## config.mk

```make
export PLATFORM = sky130hd
export DESIGN_NAME = tcr_capture_compare
export DESIGN_NICKNAME = d
export VERILOG_FILES = /design/src/tcr_pkg.sv /design/src/tcr_event_if.sv /design/src/tcr_capture_unit.sv /design/src/tcr_capture_compare.sv
export VERILOG_INCLUDE_DIRS = /design/src
export SDC_FILE = /design/constraint.sdc
export NUM_CORES = 1
export LEC_CHECK = 0
export ABC_CLOCK_PERIOD_IN_PS = 3150
export BUFFER_PORTS_ARGS = -buffer_cell sky130_fd_sc_hd__buf_2
export CORE_ASPECT_RATIO = 0.5
export CORE_MARGIN = 2
export CORE_UTILIZATION = 25
export DETAILED_ROUTE_END_ITERATION = 16
export SLEW_MARGIN = 20
export SYNTH_ARGS = -nofsm -noshare
export SYNTH_HDL_FRONTEND = slang
export SYNTH_SLANG_ARGS = --single-unit
```

## constraint.sdc

```tcl
create_clock -name core_clk -period 3.15 [get_ports core_clk]
set_clock_uncertainty 0.05 [all_clocks]
set_input_delay 0.1575 -clock core_clk [delete_from_list [all_inputs] [get_ports core_clk]]
set_output_delay 0.1575 -clock core_clk [all_outputs]
set_load 0.1 [all_outputs]
```

## src/tcr_defs.svh

```systemverilog
/*
 Offsets, field positions, reset values and widths of the timer
 capture/compare register slice.
 Assumes byte-wide register access over port-instruction and data-space addresses.
*/
`ifndef TCR_DEFS_SVH
`define TCR_DEFS_SVH

`define TCR_TIMER_W 16
`define TCR_BYTE_W 8
`define TCR_RESET_BYTE 8'h00

// Port-instruction range and data-space displacement
`define TCR_IO_LIMIT 8'h3F
`define TCR_IO_TO_DATA 8'h20
`define TCR_EXT_BASE 8'h60

// Low I/O registers, as I/O offsets
`define TCR_CAP1_LO_IO 8'h26
`define TCR_CAP1_HI_IO 8'h27
`define TCR_FLAG_IO 8'h36
`define TCR_MASK_IO 8'h37

// Extended registers, data space only
`define TCR_CAP3_LO 8'h80
`define TCR_CAP3_HI 8'h81
`define TCR_CMP3C_LO 8'h82
`define TCR_CMP3C_HI 8'h83
`define TCR_CMP3B_LO 8'h84
`define TCR_CMP3B_HI 8'h85
`define TCR_CMP3A_LO 8'h86
`define TCR_CMP3A_HI 8'h87

// Mask and flag fields
`define TCR_MASK_LSB 2
`define TCR_MASK_MSB 5
`define TCR_CAP_BIT 5
`define TCR_CMPA_BIT 4
`define TCR_CMPB_BIT 3
`define TCR_OVF_BIT 2

`endif

```

## src/tcr_pkg.sv

```systemverilog
/*
 Types of the timer capture/compare register slice.
 Assumes tcr_defs.svh is on the include path.
*/
`include "tcr_defs.svh"

package tcr_pkg;

   typedef logic [`TCR_TIMER_W-1:0] tcr_word_t;
   typedef logic [`TCR_BYTE_W-1:0] tcr_byte_t;

   // Capture unit state
   typedef struct packed {
      logic pin_s1;
      logic pin_s2;
      logic comp_s1;
      logic comp_s2;
      logic prev;
      logic event_pulse;
   } tcr_unit_s;

   // Register slice state
   typedef struct packed {
      tcr_word_t cap1;
      tcr_word_t cap3;
      tcr_word_t cmp3a;
      tcr_word_t cmp3b;
      tcr_word_t cmp3c;
      tcr_byte_t hold;
      logic [`TCR_MASK_MSB:`TCR_MASK_LSB] mask;
      logic cap_flag;
      logic irq_cap;
      logic irq_cmpa;
      logic irq_cmpb;
      logic irq_ovf;
      tcr_byte_t rdata;
   } tcr_state_s;

endpackage

```

## src/tcr_event_if.sv

```systemverilog
/*
 Carrier between the register slice and one capture unit.
 Assumes both ends run on core_clk.
*/
`timescale 1ns/10ps
`default_nettype none

interface tcr_event_if;
   logic use_comp;
   logic edge_rise;
   logic event_pulse;

   modport unit (
      input use_comp,
      input edge_rise,
      output event_pulse
   );
   modport core (
      output use_comp,
      output edge_rise,
      input event_pulse
   );
endinterface

`default_nettype wire

```

## src/tcr_capture_unit.sv

```systemverilog
/*
 One capture event detector: synchronises the capture pin and the
 comparator output, picks the source and flags the chosen edge.
 Assumes both inputs are asynchronous to core_clk.
*/
`timescale 1ns/10ps
`default_nettype none

module tcr_capture_unit (
   input wire logic core_clk,
   input wire logic srst,
   input wire logic cap_pin,
   input wire logic comp_in,
   tcr_event_if.unit evt
);

   tcr_pkg::tcr_unit_s s_reg;
   tcr_pkg::tcr_unit_s s_next;
   logic src;

   ////////////////////////////////////////////////////////////////////
   always_comb begin
      s_next = s_reg;
      s_next.pin_s1 = cap_pin;
      s_next.pin_s2 = s_reg.pin_s1;
      s_next.comp_s1 = comp_in;
      s_next.comp_s2 = s_reg.comp_s1;
      // Source switch can fake one edge; software should discard it
      src = evt.use_comp ? s_reg.comp_s2 : s_reg.pin_s2;
      s_next.prev = src;
      s_next.event_pulse = (src != s_reg.prev) &&
         (src == evt.edge_rise);
   end

   always_ff @(posedge core_clk) begin
      if (srst) begin
         s_reg <= '0;
      end else begin
         s_reg <= s_next;
      end
   end

   assign evt.event_pulse = s_reg.event_pulse;

endmodule // tcr_capture_unit

`default_nettype wire

```

## src/tcr_capture_compare.sv

```systemverilog
/*
 Register slice of two 16-bit timers: capture registers of both,
 three compare values of the second, interrupt mask of the first,
 the shared high-byte latch and the first capture flag.
 Assumes the counters, waveform modes and other flags live outside,
 all on core_clk, and that reads and writes never share a cycle.
*/
`timescale 1ns/10ps
`default_nettype none
`include "tcr_defs.svh"

module tcr_capture_compare #(
   parameter int TIMER_W = `TCR_TIMER_W
) (
   input wire logic core_clk,
   input wire logic srst,
   input wire logic [7:0] bus_addr,
   input wire logic bus_io_space,
   input wire logic bus_rd,
   input wire logic bus_wr,
   input wire logic [7:0] bus_wdata,
   output logic [7:0] bus_rdata,
   input wire logic [1:0] capture_input_pin,
   input wire logic analog_comp_out,
   input wire logic first_capture_src_comp,
   input wire logic [1:0] capture_edge_rising,
   input wire logic [1:0] capture_is_top,
   input wire logic [1:0] counter_at_top,
   input wire logic [TIMER_W-1:0] first_running_counter_value,
   input wire logic [TIMER_W-1:0] second_running_counter_value,
   input wire logic global_irq_enable,
   input wire logic first_capture_irq_ack,
   input wire logic first_compare_a_flag,
   input wire logic first_compare_b_flag,
   input wire logic first_overflow_flag,
   output logic first_capture_flag,
   output logic first_capture_irq,
   output logic first_compare_a_irq,
   output logic first_compare_b_irq,
   output logic first_overflow_irq,
   output logic [TIMER_W-1:0] first_timer_capture_value,
   output logic [TIMER_W-1:0] second_timer_capture_value,
   output logic [TIMER_W-1:0] second_timer_compare_a,
   output logic [TIMER_W-1:0] second_timer_compare_b,
   output logic [TIMER_W-1:0] second_timer_compare_c
);

   ////////////////////////////////////////////////////////////////////
   // Elaboration check
   generate
      if (TIMER_W != `TCR_TIMER_W) begin : g_bad_width
         $error("tcr_capture_compare: timer width must be two bytes");
      end
   endgenerate

   tcr_pkg::tcr_state_s s_reg;
   tcr_pkg::tcr_state_s s_next;
   logic [1:0] cap_event;
   logic io_ok;
   logic [7:0] data_addr;
   logic cap_set;
   logic cap_clr;

   ////////////////////////////////////////////////////////////////////
   // Capture event detectors, one per timer
   genvar gi;
   generate
      for (gi = 0; gi < 2; gi++) begin : g_unit
         tcr_event_if evt_if ();

         if (gi == 0) begin : g_first
            assign evt_if.use_comp = first_capture_src_comp;
         end else begin : g_second
            assign evt_if.use_comp = 1'b0;
         end
         assign evt_if.edge_rise = capture_edge_rising[gi];
         assign cap_event[gi] = evt_if.event_pulse;

         tcr_capture_unit u_unit (
            .core_clk(core_clk),
            .srst(srst),
            .cap_pin(capture_input_pin[gi]),
            .comp_in(analog_comp_out),
            .evt(evt_if)
         );
      end
   endgenerate

   ////////////////////////////////////////////////////////////////////
   // Address translation
   always_comb begin
      // Port-instruction offsets above the low range are dropped
      io_ok = !bus_io_space || (bus_addr <= `TCR_IO_LIMIT);
      // Port offsets map onto data space; extended range unreachable
      data_addr = bus_io_space ? 8'(bus_addr + `TCR_IO_TO_DATA)
         : bus_addr;
   end

   ////////////////////////////////////////////////////////////////////
   // Next state
   always_comb begin
      s_next = s_reg;
      s_next.rdata = `TCR_RESET_BYTE;
      cap_clr = 1'b0;

      // Reads: low byte also loads the shared latch
      if (bus_rd && io_ok) begin
         case (data_addr)
            8'(`TCR_CAP1_LO_IO + `TCR_IO_TO_DATA): begin
               s_next.rdata = s_reg.cap1[7:0];
               s_next.hold = s_reg.cap1[15:8];
            end
            8'(`TCR_CAP1_HI_IO + `TCR_IO_TO_DATA): begin
               s_next.rdata = s_reg.hold;
            end
            `TCR_CAP3_LO: begin
               s_next.rdata = s_reg.cap3[7:0];
               s_next.hold = s_reg.cap3[15:8];
            end
            `TCR_CMP3C_LO: begin
               s_next.rdata = s_reg.cmp3c[7:0];
               s_next.hold = s_reg.cmp3c[15:8];
            end
            `TCR_CMP3B_LO: begin
               s_next.rdata = s_reg.cmp3b[7:0];
               s_next.hold = s_reg.cmp3b[15:8];
            end
            `TCR_CMP3A_LO: begin
               s_next.rdata = s_reg.cmp3a[7:0];
               s_next.hold = s_reg.cmp3a[15:8];
            end
            `TCR_CAP3_HI, `TCR_CMP3C_HI, `TCR_CMP3B_HI,
            `TCR_CMP3A_HI: begin
               s_next.rdata = s_reg.hold;
            end
            8'(`TCR_MASK_IO + `TCR_IO_TO_DATA): begin
               s_next.rdata = `TCR_RESET_BYTE;
               s_next.rdata[`TCR_MASK_MSB:`TCR_MASK_LSB] = s_reg.mask;
            end
            8'(`TCR_FLAG_IO + `TCR_IO_TO_DATA): begin
               s_next.rdata = `TCR_RESET_BYTE;
               s_next.rdata[`TCR_CAP_BIT] = s_reg.cap_flag;
            end
            default: begin
               s_next.rdata = `TCR_RESET_BYTE;
            end
         endcase
      end

      // Writes: high byte stages in the latch, low byte commits both
      if (bus_wr && io_ok) begin
         case (data_addr)
            8'(`TCR_CAP1_LO_IO + `TCR_IO_TO_DATA): begin
               s_next.cap1 = {s_reg.hold, bus_wdata};
            end
            `TCR_CAP3_LO: begin
               s_next.cap3 = {s_reg.hold, bus_wdata};
            end
            `TCR_CMP3C_LO: begin
               s_next.cmp3c = {s_reg.hold, bus_wdata};
            end
            `TCR_CMP3B_LO: begin
               s_next.cmp3b = {s_reg.hold, bus_wdata};
            end
            `TCR_CMP3A_LO: begin
               s_next.cmp3a = {s_reg.hold, bus_wdata};
            end
            8'(`TCR_CAP1_HI_IO + `TCR_IO_TO_DATA), `TCR_CAP3_HI,
            `TCR_CMP3C_HI, `TCR_CMP3B_HI, `TCR_CMP3A_HI: begin
               s_next.hold = bus_wdata;
            end
            8'(`TCR_MASK_IO + `TCR_IO_TO_DATA): begin
               s_next.mask = bus_wdata[`TCR_MASK_MSB:`TCR_MASK_LSB];
            end
            8'(`TCR_FLAG_IO + `TCR_IO_TO_DATA): begin
               cap_clr = bus_wdata[`TCR_CAP_BIT];
            end
            default: begin
               cap_clr = 1'b0;
            end
         endcase
      end

      // Pin capture wins over a same-cycle software write; in top
      // mode the register holds the top value and is not overwritten
      if (cap_event[0] && !capture_is_top[0]) begin
         s_next.cap1 = first_running_counter_value;
      end
      if (cap_event[1] && !capture_is_top[1]) begin
         s_next.cap3 = second_running_counter_value;
      end

      // Flag source follows the mode; a set beats a clear
      cap_set = capture_is_top[0] ? counter_at_top[0]
         : cap_event[0];
      if (cap_clr || first_capture_irq_ack) begin
         s_next.cap_flag = 1'b0;
      end
      if (cap_set) begin
         s_next.cap_flag = 1'b1;
      end

      // Capture request registered in step with its flag; the other requests one cycle after their input flags
      s_next.irq_cap = global_irq_enable &&
         s_next.mask[`TCR_CAP_BIT] && s_next.cap_flag;
      s_next.irq_cmpa = global_irq_enable &&
         s_next.mask[`TCR_CMPA_BIT] && first_compare_a_flag;
      s_next.irq_cmpb = global_irq_enable &&
         s_next.mask[`TCR_CMPB_BIT] && first_compare_b_flag;
      s_next.irq_ovf = global_irq_enable &&
         s_next.mask[`TCR_OVF_BIT] && first_overflow_flag;
   end

   ////////////////////////////////////////////////////////////////////
   // State register; every field resets to zero
   always_ff @(posedge core_clk) begin
      if (srst) begin
         s_reg <= '0;
      end else begin
         s_reg <= s_next;
      end
   end

   ////////////////////////////////////////////////////////////////////
   // Outputs, all straight from the state register
   assign bus_rdata = s_reg.rdata;
   assign first_capture_flag = s_reg.cap_flag;
   assign first_capture_irq = s_reg.irq_cap;
   assign first_compare_a_irq = s_reg.irq_cmpa;
   assign first_compare_b_irq = s_reg.irq_cmpb;
   assign first_overflow_irq = s_reg.irq_ovf;
   // Capture register doubles as the counter top value
   assign first_timer_capture_value = s_reg.cap1;
   assign second_timer_capture_value = s_reg.cap3;
   assign second_timer_compare_a = s_reg.cmp3a;
   assign second_timer_compare_b = s_reg.cmp3b;
   assign second_timer_compare_c = s_reg.cmp3c;

endmodule // tcr_capture_compare

`default_nettype wire

```

After elaboration in Yosys (flattened, before gate mapping)
Cells that the tools add are included.
{ "op_classes": {"addsub": 1, "n_mul": 0, "div": 0, "n_lt_le_gt_ge": 1, "eq_ne": 16, "shifts": 0, "n_mux": 20, "bitwise": 1, "reduce_logical": 30} }
{ "ops": {"columns": ["op", "count"], "rows": [
  ["$mux W16", 7],
  ["$mux W92", 1],
  ["$eq A8 B8 Y1 const B", 8],
  ["$pmux W8 S8", 1],
  ["$pmux W8 S5", 1],
  ["$eq A8 B7 Y1 const B", 4],
  ["$mux W8", 3],
  ["$logic_and A1 B1 Y1", 14],
  ["$reduce_and A2 Y1", 5],
  ["$add A8 B6 Y8 const B", 1],
  ["$le A8 B6 Y1 const B", 1],
  ["$reduce_bool A2 Y1", 4],
  ["$mux W1", 6],
  ["$reduce_or A5 Y1", 1],
  ["$mux W4", 1],
  ["$logic_not A1 Y1", 3],
  ["$eq A1 B1 Y1", 2],
  ["$logic_or A1 B1 Y1", 2],
  ["$ne A1 B1 Y1", 2],
  ["$reduce_or A2 Y1", 1],
  ["$not A1 Y1", 1]
]} }
{ "word_totals": {"register_bits": 115, "latchBits": 0, "ramBits": 0, "romBits": 0, "in_bits": 68, "output_inout_bits": 93, "mem_count": 0} }

Logic depth before layout (Yosys ltp)
{ "depth": {"word_depth": 9, "ltp_mapped": 9, "mapped_depth_nobuf": 6} }

Hierarchy
A second synthesis with hierarchy kept.
{ "hier_totals": {"cells_unflattened": 712, "hier_area_um2": 6052.1} }
{ "modules_own_cells": {"columns": ["mod", "instances", "cells_per_inst", "area_each_um2"], "rows": [
  ["tcr_capture_compare", 1, 682, 5674.2],
  ["tcr_capture_unit", 2, 15, 188.9]
]} }

Worst setup path before layout
OpenSTA, ideal clock, no wires.
{ "synth_path": {"kind": "input to register", "startpoint": "input port bus_addr[5]", "endpoint": "register s_reg, in the netlist second_timer_compare_b[10]", "setup_time_ns": 0.128, "arrival_ns": 2.141, "required_ns": 2.972, "path_slack_ns": 0.831, "cell_stages": 9, "cell_sequence": "ha_1 or2_2 o32a_1 buf_6 or4_4 buf_6 buf_6 mux2i_1 nor2_1"} }
{ "synth_between": {"elab_chain_cells": 4, "word_cells_on_any_way": 7} }
{ "synth_lines": {"columns": ["element", "line_no", "text"], "rows": [
  ["start, declared", "tcr_capture_compare.sv:17", "input wire logic [7:0] bus_addr,"],
  ["$add A8 B6 Y8 (no source line) or $le A8 B6 Y1 (tied branches)", null, null],
  ["$mux W8 or $logic_or A1 B1 Y1 (tied branches)", "tcr_capture_compare.sv:95, tcr_capture_compare.sv:93", null],
  ["$eq A8 B8 Y1 or $logic_and A1 B1 Y1 (tied branches)", "tcr_capture_compare.sv:152, tcr_capture_compare.sv:151", null],
  ["$reduce_and A2 Y1 (no source line) (*)", null, null],
  ["end signal, assigned", "tcr_capture_compare.sv:220", "s_reg <= s_next;"],
  ["end, declared", "tcr_capture_compare.sv:56", "tcr_pkg::tcr_state_s s_reg;"]
]} }
Mark *: on every way between the ends. The rest lies on a longest branch, timed or not.
A chain may end at the register's enable or synchronous reset.

Worst setup path after layout
{ "layout_path": {"startpoint": "input port bus_addr[5]", "endpoint": "register s_reg[21] in the netlist's numbering"} }
{ "layout_between": {"elab_chain_cells": 7, "word_cells_on_any_way": 21} }
{ "layout_lines": {"columns": ["element", "line_no", "text"], "rows": [
  ["$add A8 B6 Y8 (no source line)", null, null],
  ["$mux W8", "tcr_capture_compare.sv:95", "data_addr = bus_io_space ? 8'(bus_addr + `TCR_IO_TO_DATA)"],
  ["$eq A8 B8 Y1 or $eq A8 B7 Y1 (tied branches)", "tcr_capture_compare.sv:108", "case (data_addr)"],
  ["$pmux W8 S5", "tcr_capture_compare.sv:108", null],
  ["$mux W8", "tcr_capture_compare.sv:107", "if (bus_rd && io_ok) begin"],
  ["$mux W8", "tcr_capture_compare.sv:152", "case (data_addr)"],
  ["$mux W92 (*)", "tcr_capture_compare.sv:151", "if (bus_wr && io_ok) begin"]
]} }
Mark *: on every way between the ends. The rest lies on a longest branch, timed or not. The select of a mux whose other input is x is not followed.

==> results.yml <==
status:
  status: "finished, final reports clean"
setup_path:
  path_buf_inv: 1
  critPathLaunchType: "input port"
  worstSetupPathType: "in2reg"
  endpoint_kind: "flip-flop"
  worstPathArrival_ps: 2460
  max_stage_delay_ps: 510
  crit_chain: "buf_2 > ha_1 > or2_2 > o32a_1 > o21ai_1 > a22o_1 > o211ai_1"
  rr_worst_depth: 5
  rr_endpoint: "first_timer_capture_value[14]"
  cpMaxStageDelayCell: "o21ai_1"
  crit_fanout: 12
  cp_data_required_time_ps: 3390
  critical_path.top_delay_family: "compound AO/OA/AOI/OAI gates"
  timing.rr.start: "g_unit[0].u_unit.evt.event_pulse"
  rrSetupSlack_ps: 1410
floorplanning:
  die_area_um2: 25400
  start_util_pct: 25.2
  num_rows: 40
  io_pins: 161
  core_area_um2: 23800
  die_h_um: 114
  fp.dieW_um: 223
final_layout:
  layout_common_cells: "buf_2, dfxtp_1, nor2_1, nand2_1, nand3_1"
  finish.utilization_pct: 31.3
  nets: 863
  syn2layout_area_growth_pct: 23.9
  layout_commonest_cell: "buf_2"
  drive_above_1_share_pct: 28.0
logic_synthesis:
  synth_edf_count: 0
  synth_cells: 696
  syn_nets: 765
  syn_area_um2: 6010
  ys.flop_type: "dfxtp_1"
  async_flop_share_pct: 0
  ys_seq_area_share_pct: 38.3
  ys_ff_latch: 115
  avgSynthCellArea_um2: 8.64
  ys_types: 50
  yosysWarnings: 0
timing:
  fin_crit_sh_pct: 70.5
  worst_pin_slew_ps: 791
  period_needed_ps: 2220
  hold_viol: 0
  finalSetupViolCount: 0
  fmaxAchievable_ghz: 0.450
  rsz0062_at_grt: "false"
  whs_ps: 13.1
  relSlewSlack_pct: 46.9
  finalWorstSetupSlack_ps: 929
  fin_tns_setup_ps: 0
  maxSlewViolCount: 0
placed_design:
  dpl.hpwl_um: 14600
  routabilityCongestion: 0.860
  port_buffers: 159
  dp_slack_ps: 526
drt:
  drt_first_iter_violations: 413
  wl_per_cell_um: 17.8
  via_per_inst: 4.79
  drc_errors: 0
  via_count: 5384
  first_pass_iters: 5
  finalWirelength_um: 20000
  ant_nets: 0
power:
  total_power_w: 0.00364
  max-vdd-ir-drop_uv: 342
  p_leak_nw: 2.96
  swShare_pct: 25.0
  p_int_w: 0.00273
  comb_power_share_pct: 9.7
  seqPwrFrac_pct: 40.7
  p_switching_w: 0.000910
  p_per_area_nw_per_um2: 489
  clockPowerShare_pct: 49.6
worst_hold_path:
  hp-start: "first_capture_irq_ack"
  hold_path_class: "in2reg"
  worstHoldPathCells: 4
  hold_path_end: "first_capture_flag"
global_route:
  gr-total-overflow: 0
  grt_usage_pct: 15.5
  grt_pass1_vias: 5057
  antenna_found_initial: 1
  grt_pass1_wl_um: 30000
  grt_max_degree: 60
cts:
  cts_setup_buffers: 0
  insertion_delay_ps: 420
  cts_made_buffers: 17
  clockBufferDepth: 2
  path_clk_slew_ps: 50
  root_buffer: "clkbuf_16"
  cts_resized: 0
  cts.sinks: 115
  cts_tree: "done"
  htreeDepth: 4
run:
  timing.max_cap.violations: 0
## power by group through the flow
stage               Sequential [W]  Clock [W]  Combinational (W)
floorplan                  0.00151          0           0.000201
global placement           0.00151          0           0.000306
detailed placement         0.00151          0           0.000308
CTS                        0.00148    0.00183           0.000349
global route               0.00148    0.00190           0.000375
finish                     0.00148    0.00180           0.000353
## through the flow
stage	cells	area, um2
global route	1123	7450
floorplan	696	6010
global placement	1049	6480
finish	1123	7450
CTS	1122	7450
detailed placement	1049	6480
## synth_stat cells, types with 2 or more instances
cell type  instances  area, um2
a21oi_1           22        110
a221oi_1           3       26.3
a22oi_1            7       52.6
a311oi_1          32        280
a31oi_1            5       31.3
and2_1             3       18.8
and3_1             2       12.5
buf_1              5       18.8
buf_2              3       15.0
buf_4             89        668
buf_6              3       33.8
clkbuf_1          41        154
dfxtp_1          115       2300
mux2i_1           48        480
mux4_2             7        158
nand2_1           62        233
nand2b_1          12       75.1
nand3_1           59        295
nand3b_1           2       15.0
nand4b_1           8       70.1
nor2_1            80        300
nor2b_1           13       81.3
nor3_1             5       25.0
nor3b_1           18        135
o211ai_1          15        113
o21ai_0            7       35.0
o21ai_1            3       15.0
o311ai_0           2       17.5
o31ai_1            2       15.0
or2_2              3       18.8
## worst register-to-register path: cells and delay by family (launching register included)
family | cells | cell delay, ps
and+or+nand+nor | 2 | 510
AOI/OAI and AO/OA | 2 | 430
buffers and inverters | 1 | 340
DFF | 1 | 320
## how the worst max path moves through the flow
stage | cells past startpoint | slack (ps) | startpoint | endpoint
3_5_place_dp | 8 | 530 | bus_addr[5] | second_timer_capture_value[4]
2_1_floorplan | 9 | 830 | bus_addr[5] | second_timer_compare_b[10]
4_1_cts | 8 | 960 | bus_addr[5] | second_timer_capture_value[4]
3_3_place_gp | 7 | 570 | bus_addr[5] | second_timer_compare_b[8]
5_1_grt | 8 | 800 | bus_addr[5] | second_timer_capture_value[8]
6_report | 7 | 930 | bus_addr[5] | s_reg[21]
## timing repair
action | CTS | global route
endpoints found under the hold margin | 41 | 0
endpoints found under the setup margin | 0 | 0
hold buffers | 41 | 0
## layer usage
| layer | GRT usage (%) | vias up | part of all wire, % |
|---|---|---|---|
| met4 | 5.38 | 0 | 2.0 |
| met3 | 4.43 | 28 | 6.2 |
| met1 | 19.7 | 2594 | 45 |
| met2 | 25.3 | 173 | 47 |
| li1 | - | 2589 | - |
| met5 | 0 | - | 0 |
## final cells by class
class                      instances  area [um2]
inverter                           1        3.75
multi-input combinational        439        2830
tap                              315         394
clock inverter                    10        82.6
antenna                            1        2.50
clock buffer                      22         474
timing repair buffer             220        1360
fill                            2507       16400
sequential                       115        2300
## kinds of logic (layout without fill, tap and decap cells)
logic type | Yosys count | after routing | synth area share, %
adder cells (fa/ha/maj) | 1 | 1 | 0.208
other | 0 | 1 | 0
AO/OA/AOI/OAI | 106 | 106 | 13.1
XOR/XNOR | 1 | 1 | 0.146
multiplexers | 56 | 56 | 10.8
buffers and inverters | 142 | 253 | 14.9
flip-flops | 115 | 115 | 38.3
AND/OR/NAND/NOR | 275 | 275 | 22.6
Power figures use the tool's default switching activity.
